--- config.mk ---
export PLATFORM = sky130hd
export DESIGN_NAME = asp_serial_port
export DESIGN_NICKNAME = d
export VERILOG_FILES = /design/src/logic/asp_pkg.sv /design/src/logic/asp_conv_clk.sv /design/src/logic/asp_serial_port.sv
export SDC_FILE = /design/constraint.sdc
export NUM_CORES = 1
export LEC_CHECK = 0
export ABC_AREA = 0
export BUFFER_PORTS_ARGS = -buffer_cell sky130_fd_sc_hd__buf_2
export CAP_MARGIN = 0
export CORE_UTILIZATION = 30
export CTS_CLUSTER_DIAMETER = 50
export DETAILED_ROUTE_END_ITERATION = 16
export GPL_TIMING_DRIVEN = 0
export SLEW_MARGIN = 20
export SYNTH_ARGS = -nofsm -noshare
export SYNTH_HDL_FRONTEND = slang
export SYNTH_SLANG_ARGS = --single-unit
--- constraint.sdc ---
create_clock -name clk -period 2 [get_ports clk]
set_input_delay 0.4 -clock clk [delete_from_list [all_inputs] [get_ports clk]]
set_output_delay 0.4 -clock clk [all_outputs]
set_load 0.01 [all_outputs]
--- src/logic/asp_pkg.sv ---
// Purpose : Shared constants for the converter serial port block
// Assumes : 250 MHz core clock; 8-bit command byte, 24-bit register words
// Notes   : Internal conversion clock half period is a plain default

package asp_pkg;

  // ----------------------------------------------------------------
  // Framing
  // ----------------------------------------------------------------
  localparam int          CMD_W        = 8;
  localparam int          DATA_W       = 24;
  localparam int          ADDR_W       = 6;
  localparam int          CNT_W        = 5;
  localparam logic [4:0]  CMD_LAST     = 5'h07;  // Last bit index of command byte
  localparam logic [4:0]  DATA_LAST    = 5'h17;  // Last bit index of data word
  localparam int          CMD_WEN_BIT  = 7;      // Must be zero for a valid command
  localparam int          CMD_RD_BIT   = 6;      // One selects a read
  localparam logic [5:0]  DATA_REG_ADDR = 6'h02; // Conversion result register

  // ----------------------------------------------------------------
  // Reset values
  // ----------------------------------------------------------------
  localparam logic        RDY_N_RESET  = 1'h1;
  localparam logic [4:0]  CNT_RESET    = 5'h00;

  // ----------------------------------------------------------------
  // Timing
  // ----------------------------------------------------------------
  localparam int          CLK_PERIOD_NS    = 4;
  localparam int          INT_CLK_HALF_NS  = 800;
  localparam int          INT_HALF_CYC     = INT_CLK_HALF_NS / CLK_PERIOD_NS;
  localparam logic [7:0]  INT_HALF_LAST    = 8'(INT_HALF_CYC - 1);

  // ----------------------------------------------------------------
  // Port states
  // ----------------------------------------------------------------
  typedef enum logic [2:0]
  {
    ST_CMD = 3'b001,
    ST_WR  = 3'b010,
    ST_RD  = 3'b100
  } asp_state_t;

endpackage

--- src/logic/asp_conv_clk.sv ---
// Purpose : Conversion clock source: internal divider or external pin
// Assumes : External clock is far slower than clk
// Notes   : Pin is an output only while the internal clock is selected

`timescale 1ns/1ps

module asp_conv_clk
  import asp_pkg::*;
(
  // Clock and reset
  input  wire logic clk,
  input  wire logic rst,
  // Mode
  input  wire logic ext_sel,
  // Clock pin
  input  wire logic clk_pin_i,
  output logic      clk_pin_o,
  output logic      clk_pin_oe,
  // Conversion tick
  output logic      conv_tick
);

  logic       pin_s1_q;
  logic       pin_s2_q;
  logic       pin_s3_q;
  logic [7:0] div_q;
  logic [7:0] div_d;
  logic       int_q;
  logic       int_d;
  logic       oe_d;
  logic       tick_d;

  // ----------------------------------------------------------------
  // Pin synchroniser
  // ----------------------------------------------------------------
  // The second and third stages feed the edge detector
  always_ff @(posedge clk)
  begin
    pin_s1_q <= clk_pin_i;
    pin_s2_q <= pin_s1_q;
    pin_s3_q <= pin_s2_q;
  end

  // ----------------------------------------------------------------
  // Divider and source select
  // ----------------------------------------------------------------
  // Divider is cleared to zero when the pin is an input so it restarts cleanly
  always_comb
  begin
    div_d  = div_q;
    int_d  = int_q;
    oe_d   = !ext_sel;
    tick_d = 1'b0;
    if (ext_sel)
    begin
      div_d  = 8'h00;
      int_d  = 1'b0;
      tick_d = pin_s2_q && !pin_s3_q;
    end
    else if (div_q == INT_HALF_LAST)
    begin
      div_d  = 8'h00;
      int_d  = !int_q;
      tick_d = !int_q;
    end
    else
    begin
      div_d = div_q + 8'h01;
    end
  end

  always_ff @(posedge clk)
  begin
    if (rst)
    begin
      div_q      <= 8'h00;
      int_q      <= 1'b0;
      clk_pin_oe <= 1'b0;
      conv_tick  <= 1'b0;
    end
    else
    begin
      div_q      <= div_d;
      int_q      <= int_d;
      clk_pin_oe <= oe_d;
      conv_tick  <= tick_d;
    end
  end

  assign clk_pin_o = int_q;

  a_clk_pin_drive : assert property (@(posedge clk) disable iff (rst)
    !ext_sel |=> clk_pin_oe && (ext_sel || clk_pin_o == $past(int_d)))
    else $error("Clock pin not driven by internal clock");

  a_ext_no_drive : assert property (@(posedge clk) disable iff (rst)
    ext_sel ##1 ext_sel |-> !clk_pin_oe && !clk_pin_o)
    else $error("Clock pin driven in external mode");

endmodule

--- src/logic/asp_serial_port.sv ---
// Purpose : Serial port, ready flag and filter sync of a converter
// Assumes : Host is serial master; sclk idles high; pins are asynchronous
// Notes   : Command byte then 24-bit word; data out shared with ready
//
// Contract
// - Sync low resets filter, calibration, modulator
// - Sync leaves serial interface state untouched
// - Sync low forces a low ready high
// - Completed conversion drives ready low
// - Unread result: ready high before next update
// - Any register can be loaded for output
// - Output changes on falling serial clock edge
// - Input word goes to command-selected register
// - Continuous or burst serial clock both work
// - Chip select active low frames transfers
// - Internal clock out or external clock in

`timescale 1ns/1ps

module asp_serial_port
  import asp_pkg::*;
(
  // Clock and reset
  input  wire logic              clk,
  input  wire logic              rst,
  // Serial pins
  input  wire logic              cs_n,
  input  wire logic              sclk,
  input  wire logic              din,
  output logic                   dout_rdy,
  output logic                   dout_rdy_oe,
  // Sync pin
  input  wire logic              sync_n,
  // Conversion clock pin
  input  wire logic              ext_clk_sel,
  input  wire logic              clk_pin_i,
  output logic                   clk_pin_o,
  output logic                   clk_pin_oe,
  output logic                   conv_tick,
  // Converter core
  input  wire logic              conv_done,
  input  wire logic [DATA_W-1:0] conv_data,
  input  wire logic              update_soon,
  output logic                   filt_rst,
  output logic                   cal_rst,
  output logic                   mod_rst,
  // Register file
  output logic [ADDR_W-1:0]      reg_addr,
  input  wire logic [DATA_W-1:0] reg_rd_data,
  output logic                   reg_wr_en,
  output logic [DATA_W-1:0]      reg_wr_data
);

  // ----------------------------------------------------------------
  // Pin synchronisers
  // ----------------------------------------------------------------
  logic [2:0] sclk_s_q;
  logic [1:0] cs_s_q;
  logic [1:0] din_s_q;
  logic [1:0] sync_s_q;
  logic       sclk_rise;
  logic       sclk_fall;
  logic       cs_hi;
  logic       din_b;
  logic       sync_lo;

  // Din travels the same depth as sclk so it lines up with the edge
  always_ff @(posedge clk)
  begin
    sclk_s_q <= {sclk_s_q[1:0], sclk};
    cs_s_q   <= {cs_s_q[0], cs_n};
    din_s_q  <= {din_s_q[0], din};
    sync_s_q <= {sync_s_q[0], sync_n};
  end

  assign sclk_rise = sclk_s_q[1] && !sclk_s_q[2];
  assign sclk_fall = !sclk_s_q[1] && sclk_s_q[2];
  assign cs_hi     = cs_s_q[1];
  assign din_b     = din_s_q[1];
  assign sync_lo   = !sync_s_q[1];

  // ----------------------------------------------------------------
  // Conversion clock
  // ----------------------------------------------------------------
  asp_conv_clk asp_conv_clk_inst
  (
    .clk        (clk),
    .rst        (rst),
    .ext_sel    (ext_clk_sel),
    .clk_pin_i  (clk_pin_i),
    .clk_pin_o  (clk_pin_o),
    .clk_pin_oe (clk_pin_oe),
    .conv_tick  (conv_tick)
  );

  // ----------------------------------------------------------------
  // Ready flag, result latch and core resets
  // ----------------------------------------------------------------
  logic              rdy_n_q;
  logic              rdy_n_d;
  logic              hold_q;
  logic [DATA_W-1:0] res_q;
  logic [DATA_W-1:0] res_d;
  logic              rd_done;

  // Completion wins over a read or update clear in the same cycle;
  // sync wins over all since no conversion can finish in reset
  always_comb
  begin
    rdy_n_d = rdy_n_q;
    res_d   = res_q;
    if (rd_done || (update_soon && !rdy_n_q))
    begin
      rdy_n_d = 1'b1;
    end
    if (conv_done)
    begin
      rdy_n_d = 1'b0;
      res_d   = conv_data;
    end
    if (sync_lo)
    begin
      rdy_n_d = 1'b1;
    end
  end

  always_ff @(posedge clk)
  begin
    if (rst)
    begin
      rdy_n_q <= RDY_N_RESET;
      hold_q  <= 1'b1;
      res_q   <= '0;
    end
    else
    begin
      rdy_n_q <= rdy_n_d;
      hold_q  <= sync_lo;
      res_q   <= res_d;
    end
  end

  assign filt_rst = hold_q;
  assign cal_rst  = hold_q;
  assign mod_rst  = hold_q;

  // ----------------------------------------------------------------
  // Serial shift engine
  // ----------------------------------------------------------------
  asp_state_t        state_q;
  asp_state_t        state_d;
  logic [CNT_W-1:0]  cnt_q;
  logic [CNT_W-1:0]  cnt_d;
  logic [DATA_W-1:0] sh_q;
  logic [DATA_W-1:0] sh_d;
  logic [ADDR_W-1:0] addr_d;
  logic              load_q;
  logic              load_d;
  logic              dout_d;
  logic              oe_d;
  logic              wr_en_d;
  logic [DATA_W-1:0] wr_data_d;
  logic [DATA_W-1:0] rd_word;
  logic [CMD_W-1:0]  cmd;
  logic [DATA_W-1:0] sh_in;

  assign sh_in   = {sh_q[DATA_W-2:0], din_b};
  assign cmd     = sh_in[CMD_W-1:0];
  // Result register comes from the local latch, the rest from the register file
  assign rd_word = (reg_addr == DATA_REG_ADDR) ? res_q : reg_rd_data;

  // Every step keys on a detected edge, never on timing between
  // edges, so idle gaps in the serial clock are harmless
  always_comb
  begin
    state_d   = state_q;
    cnt_d     = cnt_q;
    sh_d      = sh_q;
    addr_d    = reg_addr;
    load_d    = 1'b0;
    dout_d    = dout_rdy;
    oe_d      = 1'b1;
    wr_en_d   = 1'b0;
    wr_data_d = reg_wr_data;
    rd_done   = 1'b0;
    if (cs_hi)
    begin
      state_d = ST_CMD;
      cnt_d   = CNT_RESET;
      oe_d    = 1'b0;
      dout_d  = rdy_n_q;
    end
    else
    begin
      unique case (state_q)
        ST_CMD:
        begin
          dout_d = rdy_n_q;
          if (sclk_rise)
          begin
            sh_d  = sh_in;
            cnt_d = cnt_q + 5'h01;
            if (cnt_q == CMD_LAST)
            begin
              cnt_d = CNT_RESET;
              if (!cmd[CMD_WEN_BIT])
              begin
                addr_d  = cmd[ADDR_W-1:0];
                state_d = cmd[CMD_RD_BIT] ? ST_RD : ST_WR;
                load_d  = cmd[CMD_RD_BIT];
              end
            end
          end
        end
        ST_WR:
        begin
          // Pin keeps showing ready, so a completion mid-write is seen
          dout_d = rdy_n_q;
          if (sclk_rise)
          begin
            sh_d  = sh_in;
            cnt_d = cnt_q + 5'h01;
            if (cnt_q == DATA_LAST)
            begin
              cnt_d     = CNT_RESET;
              state_d   = ST_CMD;
              wr_en_d   = 1'b1;
              wr_data_d = sh_in;
            end
          end
        end
        ST_RD:
        begin
          if (load_q)
          begin
            sh_d = rd_word;
          end
          else if (sclk_fall)
          begin
            dout_d = sh_q[DATA_W-1];
            sh_d   = {sh_q[DATA_W-2:0], 1'b0};
          end
          else if (sclk_rise)
          begin
            cnt_d = cnt_q + 5'h01;
            if (cnt_q == DATA_LAST)
            begin
              cnt_d   = CNT_RESET;
              state_d = ST_CMD;
              dout_d  = rdy_n_q;
              rd_done = (reg_addr == DATA_REG_ADDR);
            end
          end
        end
      endcase
    end
  end

  // Sync is deliberately absent here: the port runs on through it
  always_ff @(posedge clk)
  begin
    if (rst)
    begin
      state_q     <= ST_CMD;
      cnt_q       <= CNT_RESET;
      sh_q        <= '0;
      reg_addr    <= '0;
      load_q      <= 1'b0;
      dout_rdy    <= RDY_N_RESET;
      dout_rdy_oe <= 1'b0;
      reg_wr_en   <= 1'b0;
      reg_wr_data <= '0;
    end
    else
    begin
      state_q     <= state_d;
      cnt_q       <= cnt_d;
      sh_q        <= sh_d;
      reg_addr    <= addr_d;
      load_q      <= load_d;
      dout_rdy    <= dout_d;
      dout_rdy_oe <= oe_d;
      reg_wr_en   <= wr_en_d;
      reg_wr_data <= wr_data_d;
    end
  end

  // ----------------------------------------------------------------
  // Checks
  // ----------------------------------------------------------------
  a_sync_hold_rst : assert property (@(posedge clk) disable iff (rst)
    sync_lo |=> filt_rst && mod_rst && cal_rst)
    else $error("Core not held in reset during sync");
  a_sync_keeps_port : assert property (@(posedge clk) disable iff (rst)
    (sync_lo && !cs_hi && !sclk_rise && !sclk_fall && !load_q)
      |=> state_q == $past(state_q) && cnt_q == $past(cnt_q))
    else $error("Sync disturbed the serial port");
  a_sync_rdy_high : assert property (@(posedge clk) disable iff (rst)
    sync_lo |=> rdy_n_q)
    else $error("Ready not released by sync");
  a_conv_rdy_low : assert property (@(posedge clk) disable iff (rst)
    (conv_done && !sync_lo) |=> !rdy_n_q ##1 (cs_hi || state_q != ST_CMD || !dout_rdy))
    else $error("Completion did not assert ready");
  a_update_rdy_high : assert property (@(posedge clk) disable iff (rst)
    (update_soon && !rdy_n_q && !conv_done) |=> rdy_n_q)
    else $error("Unread ready not released before update");
  a_read_load : assert property (@(posedge clk) disable iff (rst)
    (load_q && !cs_hi && state_q == ST_RD) |=> sh_q == $past(rd_word))
    else $error("Output shift register not loaded");
  a_dout_fall_only : assert property (@(posedge clk) disable iff (rst)
    (state_q == ST_RD && !cs_hi && !sclk_fall && !sclk_rise)
      |=> dout_rdy == $past(dout_rdy))
    else $error("Output changed away from a falling edge");
  a_write_strobe : assert property (@(posedge clk) disable iff (rst)
    (state_q == ST_WR && !cs_hi && sclk_rise && cnt_q == DATA_LAST)
      |=> reg_wr_en && reg_wr_data == $past(sh_in) ##1 !reg_wr_en)
    else $error("Write word not delivered");
  a_cs_release : assert property (@(posedge clk) disable iff (rst)
    cs_hi |=> !dout_rdy_oe && state_q == ST_CMD && cnt_q == CNT_RESET)
    else $error("Port active while deselected");

endmodule

==> impl_metrics.csv, run 1 <==
group,metric,value,unit
pwr,peakVddDrop,358,uV
pwr,power_density,943,nW/um^2
logic_synthesis,synth_cell_types,54,
critical_path,crit_path_end_kind,"register",
job,drv_cap,0,
logic_synthesis,ys_async_sr_fraction,0,%
logic_synthesis,synthCells,480,
logic_synthesis,synth.cell_area,4660,sq um
logic_synthesis,synth_area_per_cell,9.71,sq um
sta,worst_slew_pin_slew,0.696,ns
logic_synthesis,synth_seq_cells,115,
critical_path,crit_path_max_fanout,10,
detailed_routing,firstDrtPassIters,4,
critical_path,slowest_delay,0.44,ns
sta,maxSlewHeadroom,53.6,%
finish,area_growth,29.7,%
cts,clk_pin_slew_worst_paths,0.06,ns
cts,cts_tree,"done",
sta,setup-tns-final,0,ns
floorplanning,die_area,16000,sq um
place,place_hpwl,8730,microns
critical_path,arrival,2.18,ns
logic_synthesis,synth_edf_count,0,
detailed_routing,drtAntennaViolNets,0,
critical_path,start_kind,"register",
global_route,grt_use_met1,18.6,%
place,gp_congestion,0.800,
finish,antenna_cells,0,
sta,fin_crit_sh,95.1,%
global_route,grt.met3_usage,5.06,%
detailed_routing,vias,3828,
global_route,track_usage,15.9,%
global_route,grt_max_degree,17,
finish,final_cell_mix,"113 x dfxtp_1, 103 x buf_2, 85 x nor2_1, 73 x mux2i_1, 35 x nand2_1",
cts,h-tree-depth,4,
logic_synthesis,syn-num-nets,540,
detailed_routing,route.detailed.drc,0,
pwr,p_seq_share,41.6,%
floorplanning,die_w,127,microns
sta,fin_crit,1.90,ns
min_path,worstHoldPathType,"primary input to register",
cts,ctsHoldBuffers,0,
critical_path,cpMaxStageDelayCell,"or3_1",
pwr,switchingPower,0.00128,W
floorplanning,coreArea,15200,sq um
detailed_routing,routed_wirelength,12000,microns
detailed_routing,vias_per_cell,4.80,
floorplanning,initial_core_util,30.7,%
global_route,globalRoute.totalOverflow,0,
pwr,clockPowerShare,54.0,%
finish,final.fill_count,1512,
finish,layout_commonest_cell,"dfxtp_1",
logic_synthesis,synth_warnings,0,
status,status,"finished, final reports clean",
finish,fin_nets,657,
sta,fmax,526,MHz
critical_path,path_class,"register to register",
pwr,leakage,2.56,nW
detailed_routing,wl_per_cell,15.1,microns
sta,maxSlewViolCount,0,
floorplanning,io_pins,97,
place,post-place-ws,-0.197,ns
pwr,pwr-share-comb,4.4,%
sta,setup_viol_count_final,0,
floorplanning,die_h,127,microns
cts,cts_sinks,115,
critical_path,crit_chain,"and2b_1 > or3_1 > nand2_1 > buf_4 > clkbuf_4 > a211o_1 > a21oi_1",
sta,finalHoldViolations,0,
global_route,grt_first_pass_wirelength,19300,microns
pwr,internal-power,0.00442,W
finish,layout-drive-gt1-share,27.0,%
critical_path,required,2.28,ns
global_route,busiest_layer,"met2",
logic_synthesis,ys_seq_area_share,49.4,%
cts,clk_path_buf_depth,2,
place,port_buffers,95,
floorplanning,num_rows,45,
sta,rsz0062_at_grt,"false",
sta,fin_ws,0.0983,ns
global_route,grt_pass1_vias,3882,
global_route,antenna_found_initial,0,
logic_synthesis,synth_ff_type,"dfxtp_1",
sta,finalClockSkew,0.00823,ns
cts,cts_root_buffer,"clkbuf_16",
pwr,p_sw_share,22.5,%
cts,clk_latency,0.42,ns
cts,cts_buffers,17,
global_route,use_met2,25.8,%
detailed_routing,drtIter0Drc,290,
## power by group through the flow
stage                     registers (W)  clock network (W)  logic, W
after global placement          0.00242                  0  0.000244
after CTS                       0.00237            0.00315  0.000250
after global routing            0.00238            0.00326  0.000274
final                           0.00237            0.00308  0.000248
after floorplan                 0.00241                  0  0.000136
after detailed placement        0.00242                  0  0.000250
## cells in the mapped netlist (all sizes together), types with 2 or more instances
master | instances | area share, %
dfxtp | 115 | 49
nor2 | 86 | 6.9
mux2i | 73 | 16
nand2 | 35 | 2.8
a21oi | 31 | 3.3
a211o | 23 | 4.3
buf | 22 | 3.1
clkbuf | 11 | 0.89
nand3 | 9 | 1.2
o21ai | 9 | 0.97
xor2 | 6 | 1.1
nor3 | 5 | 0.54
xnor2 | 5 | 0.94
and3 | 3 | 0.40
nand2b | 3 | 0.40
nor2b | 3 | 0.40
nor3b | 3 | 0.59
nor4 | 3 | 0.72
or3 | 3 | 0.40
and2 | 2 | 0.27
ha | 2 | 0.54
or4 | 2 | 0.32
## registers in the layout (all words and copies together), names as in the netlist, 2 cells and up
name / flops
cnt_q: 5
res_q: 24
sh_q: 24
reg_addr: 6
sclk_s_q: 3
sync_s_q: 2
din_s_q: 2
state_q: 3
asp_conv_clk_inst.div_q: 8
cs_s_q: 2
reg_wr_data: 24
## worst max-delay path: cells and delay by family (launching register included)
family                 cells  cell delay, ns
AO/OA/AOI/OAI              2            0.17
AND/OR/NAND/NOR            3            0.80
buffers and inverters      2            0.40
flip-flops                 1            0.39
## metal layers
layer,routed length (microns),vias up
li1,-,1909
met1,5380,1782
met2,5800,115
met3,575,22
met4,293,0
met5,0,-
## cells by family after synthesis
| logic type | count (synthesis) | share of synthesized area, % |
|---|---|---|
| simple gates | 164 | 16.3 |
| flops | 115 | 49.4 |
| compound gates | 79 | 11.6 |
| mux | 74 | 15.9 |
| buf+inv | 35 | 4.16 |
| xor+xnor | 11 | 2.07 |
| fa+ha+maj | 2 | 0.537 |
## cell type report
| type | count | area (sq um) | area share (%) |
|---|---|---|---|
| multi-input combinational | 330 | 2180 | 36.1 |
| tap | 188 | 235 | 3.89 |
| buffer | 33 | 201 | 3.33 |
| sequential | 115 | 2300 | 38.1 |
| clock inverter | 15 | 185 | 3.06 |
| inverter | 2 | 7.51 | 0.124 |
| timing repair buffer | 98 | 505 | 8.36 |
| clock buffer | 17 | 425 | 7.04 |
## metrics by stage
step	util (%)	power [W]	std cells	hold slack [ns]	area [sq um]
after floorplan	-	0.00255	480	0.310	4660
after global placement	35.3	0.00266	763	0.310	5370
after detailed placement	35.3	0.00267	763	0.312	5370
after CTS	39.5	0.00577	797	0.0576	6000
after global routing	39.8	0.00590	798	0.0594	6040
final	39.8	0.00570	798	0.0775	6040
## timing repair
action / CTS / global route
endpoints found under the setup margin: 25 / 41
pin swaps: 1 / 1
resized for setup: 2 / 12
buffers inserted: 2 / 1
## final timing paths
kind	cells after the start	from	endpoint	slack (ns)
max	7	sclk_s_q[2]	sh_q[16]	0.1
min	1	sync_n	sync_s_q[0]	0.08
max reg2reg	7	sclk_s_q[2]	sh_q[16]	0.1
min reg2reg	0	asp_conv_clk_inst.pin_s1_q	asp_conv_clk_inst.pin_s2_q	0.32
Power figures use the tool's default switching activity.
==> run 2, diff against run 1 <==
--- a/config.mk
+++ b/config.mk
@@ -5,10 +5,10 @@
 export SDC_FILE = /design/constraint.sdc
 export NUM_CORES = 1
 export LEC_CHECK = 0
-export ABC_AREA = 0
+export ABC_AREA = 1
 export BUFFER_PORTS_ARGS = -buffer_cell sky130_fd_sc_hd__buf_2
 export CAP_MARGIN = 0
-export CORE_UTILIZATION = 30
+export CORE_UTILIZATION = 35
 export CTS_CLUSTER_DIAMETER = 50
 export DETAILED_ROUTE_END_ITERATION = 16
 export GPL_TIMING_DRIVEN = 0
==> run 2 against run 1 <==
Compared with the run above: largest power group unchanged; core utilization rose by 5.7 points; non-clock buffer count up 2; power increased by 2.6%; synthesized area up 7.3%; via count rose by 25%; maximum frequency grew 4.4%.
==> impl_metrics.csv, run 2 <==
group,metric,value,unit
status,status,"finished, final reports clean",
logic_synthesis,synth_edf_count,0,
cts,cts_buffers,17,
cts,clk_path_buf_depth,2,
critical_path,start_kind,"register",
finish,fin_nets,925,
sta,setup_viol_count_final,0,
place,place_area,5710,sq um
logic_synthesis,ys_top_cells_by_area,"dfxtp_1 46%, nor2_1 17%, nand2_1 12%, o21ai_0 6.2%, inv_1 5.3%",
finish,layout_commonest_cell,"nor2_1",
detailed_routing,routed_wirelength,12900,microns
critical_path,rrSetupSlack,0.18,ns
global_route,globalRoute.totalOverflow,0,
pwr,power_density,924,nW/um^2
cts,ctsHoldBuffers,0,
logic_synthesis,synth_top_area_cell,"dfxtp_1",
global_route,grt_pass1_vias,4164,
sta,fin_crit_sh,91.1,%
critical_path,timing.rr.end,"reg_wr_data[2]",
global_route,grt_first_pass_wirelength,20600,microns
cts,cts_root_buffer,"clkbuf_16",
min_path,worstHoldPathType,"primary input to register",
logic_synthesis,synthTopCellsByCount,"220 x nor2_1, 161 x nand2_1, 115 x dfxtp_1",
floorplanning,io_pins,97,
global_route,track_usage,18.2,%
finish,stdcell_area,6330,sq um
logic_synthesis,synth_ff_type,"dfxtp_1",
detailed_routing,wl_per_cell,12.2,microns
sta,maxSlewHeadroom,66.7,%
floorplanning,initial_core_util,35.9,%
critical_path,required,2.30,ns
logic_synthesis,synth.most_common_cell,"nor2_1",
cts,clk_pin_slew_worst_paths,0.05,ns
sta,hold_ws,0.0885,ns
sta,fmax,549,MHz
finish,antenna_cells,0,
place,place_hpwl,9360,microns
critical_path,crit_path_end_kind,"register",
logic_synthesis,synthCells,750,
min_path,holdPathEnd,"sync_s_q[0]",
floorplanning,num_rows,43,
floorplanning,die_w,122,microns
global_route,grt_max_degree,17,
detailed_routing,route.detailed.drc,0,
critical_path,crit_path_max_fanout,10,
cts,cts_setup_buffers,0,
logic_synthesis,synth_seq_cells,115,
finish,layout-drive-gt1-share,17.2,%
critical_path,reg2reg_from,"cnt_q[0]",
critical_path,cpMaxStageDelayCell,"dfxtp_1",
finish,fin_util,45.4,%
logic_synthesis,synth.cell_area,5000,sq um
logic_synthesis,synth_top_area_share,46.0,%
finish,area_growth,26.6,%
detailed_routing,vias,4777,
floorplanning,die_h,122,microns
sta,finalHoldViolations,0,
finish,final_cell_mix,"220 x nor2_1, 161 x nand2_1, 115 x dfxtp_1, 103 x buf_2, 71 x inv_1",
sta,maxSlewViolCount,0,
critical_path,rr_worst_depth,9,
pwr,leakage,3.14,nW
logic_synthesis,syn-num-nets,810,
finish,reg_top3,"reg_wr_data (24), res_q (24), sh_q (24)",
logic_synthesis,ys_seq_area_share,46.0,%
detailed_routing,firstDrtPassIters,6,
place,port_buffers,96,
logic_synthesis,synth_area_per_cell,6.67,sq um
logic_synthesis,ys_async_sr_fraction,0,%
cts,cts_tree,"done",
critical_path,crit_chain,"ha_2 > nand3_1 > nor2_1 > nand2_1 > inv_1 > nand3_4 > clkbuf_4 > o21ai_1 > nor2_1",
min_path,hold_start,"sync_n",
min_path,worstHoldPathCells,1,
place,gp_congestion,0.831,
critical_path,arrival,2.12,ns
cts,clk_latency,0.41,ns
cts,h-tree-depth,4,
job,drv_cap,0,
floorplanning,die_area,14800,sq um
detailed_routing,drtIter0Drc,331,
sta,finalClockSkew,0.00814,ns
global_route,antenna_found_initial,0,
sta,rsz0062_at_grt,"false",
sta,fin_crit,1.82,ns
floorplanning,coreArea,13900,sq um
cts,cts_sinks,115,
detailed_routing,vias_per_cell,4.52,
pwr,peakVddDrop,540,uV
logic_synthesis,synth_cell_types,26,
critical_path,slowest_delay,0.40,ns
logic_synthesis,synth_warnings,0,
critical_path,crit_top_cell,"nor2_1",
detailed_routing,drtAntennaViolNets,0,
sta,worst_slew_pin_slew,0.500,ns
critical_path,path_class,"register to register",
-- run 2: changes by cell type after synthesis, sizes merged, moves of 4 or more --
cell,previous run,this run
clkbuf,11,19
mux2i,73,0
a211o,23,0
xnor2,5,0
nand4,1,33
nor2,86,220
nand2,35,161
o21ai,9,63
buf,22,18
inv,1,74
xor2,6,2
a21oi,31,16
-- run 2: kinds of logic after synthesis --
logic type / Yosys count / share of synthesized area (%)
compound gates: 81 / 8.43
flops: 115 / 46.0
simple gates: 437 / 35.6
fa+ha+maj: 2 / 0.500
xor+xnor: 2 / 0.350
buf+inv: 113 / 9.13
-- run 2: critical path: cells and delay by family (launching register included) --
kind                       cells  cell delay, ns
adders and majority gates      1            0.25
DFF                            1            0.40
AOI/OAI and AO/OA              1            0.22
buffers and inverters          2            0.33
and+or+nand+nor                5            0.51
-- run 2: layout make-up --
cell class | instances | area (sq um)
Clock buffer | 21 | 470
Inverter | 76 | 285
Timing Repair Buffer | 96 | 480
Sequential cell | 115 | 2300
Buffer | 37 | 181
Clock inverter | 11 | 133
Multi-Input combinational cell | 522 | 2250
Tap cell | 180 | 225
Fill cell | 1501 | 7600
-- run 2: report_power, final --
part / switching [W] / internal [W]
clock network: 0.00105 / 0.00204
registers: 0.0000478 / 0.00237
logic: 0.000201 / 0.000135
-- run 2: how the worst max path moves through the flow --
stage	from	to	slack [ns]
2_1_floorplan	cnt_q[0]	reg_wr_data[11]	0.51
3_3_place_gp	cnt_q[0]	reg_wr_data[15]	-0.08
3_5_place_dp	cnt_q[0]	reg_wr_data[15]	-0.07
4_1_cts	cnt_q[0]	reg_wr_data[6]	0.02
5_1_grt	cnt_q[0]	reg_wr_data[13]	0.03
6_report	cnt_q[0]	reg_wr_data[2]	0.18
-- run 2: through the flow --
stage / setup TNS (ns) / std cells / setup WS (ns) / power, W
floorplan: 0 / 750 / 0.508 / 0.00267
global placement: -0.0860 / 1026 / -0.0809 / 0.00280
detailed placement: -0.0655 / 1026 / -0.0655 / 0.00280
CTS: 0 / 1058 / 0.0174 / 0.00591
global route: 0 / 1058 / 0.0297 / 0.00607
finish: 0 / 1058 / 0.178 / 0.00585
-- run 2: repair_timing --
action,in CTS,in global routing
setup endpoints to repair,2,20
resized for setup,3,13
pin swaps,0,0
-- run 2: metal layers --
layer	share of wire [%]	GRT usage [%]	vias up
met5	0	0	-
met4	1.1	5.94	0
met3	5.1	4.92	10
met2	43	27.0	136
met1	51	25.5	2063
li1	-	-	2568
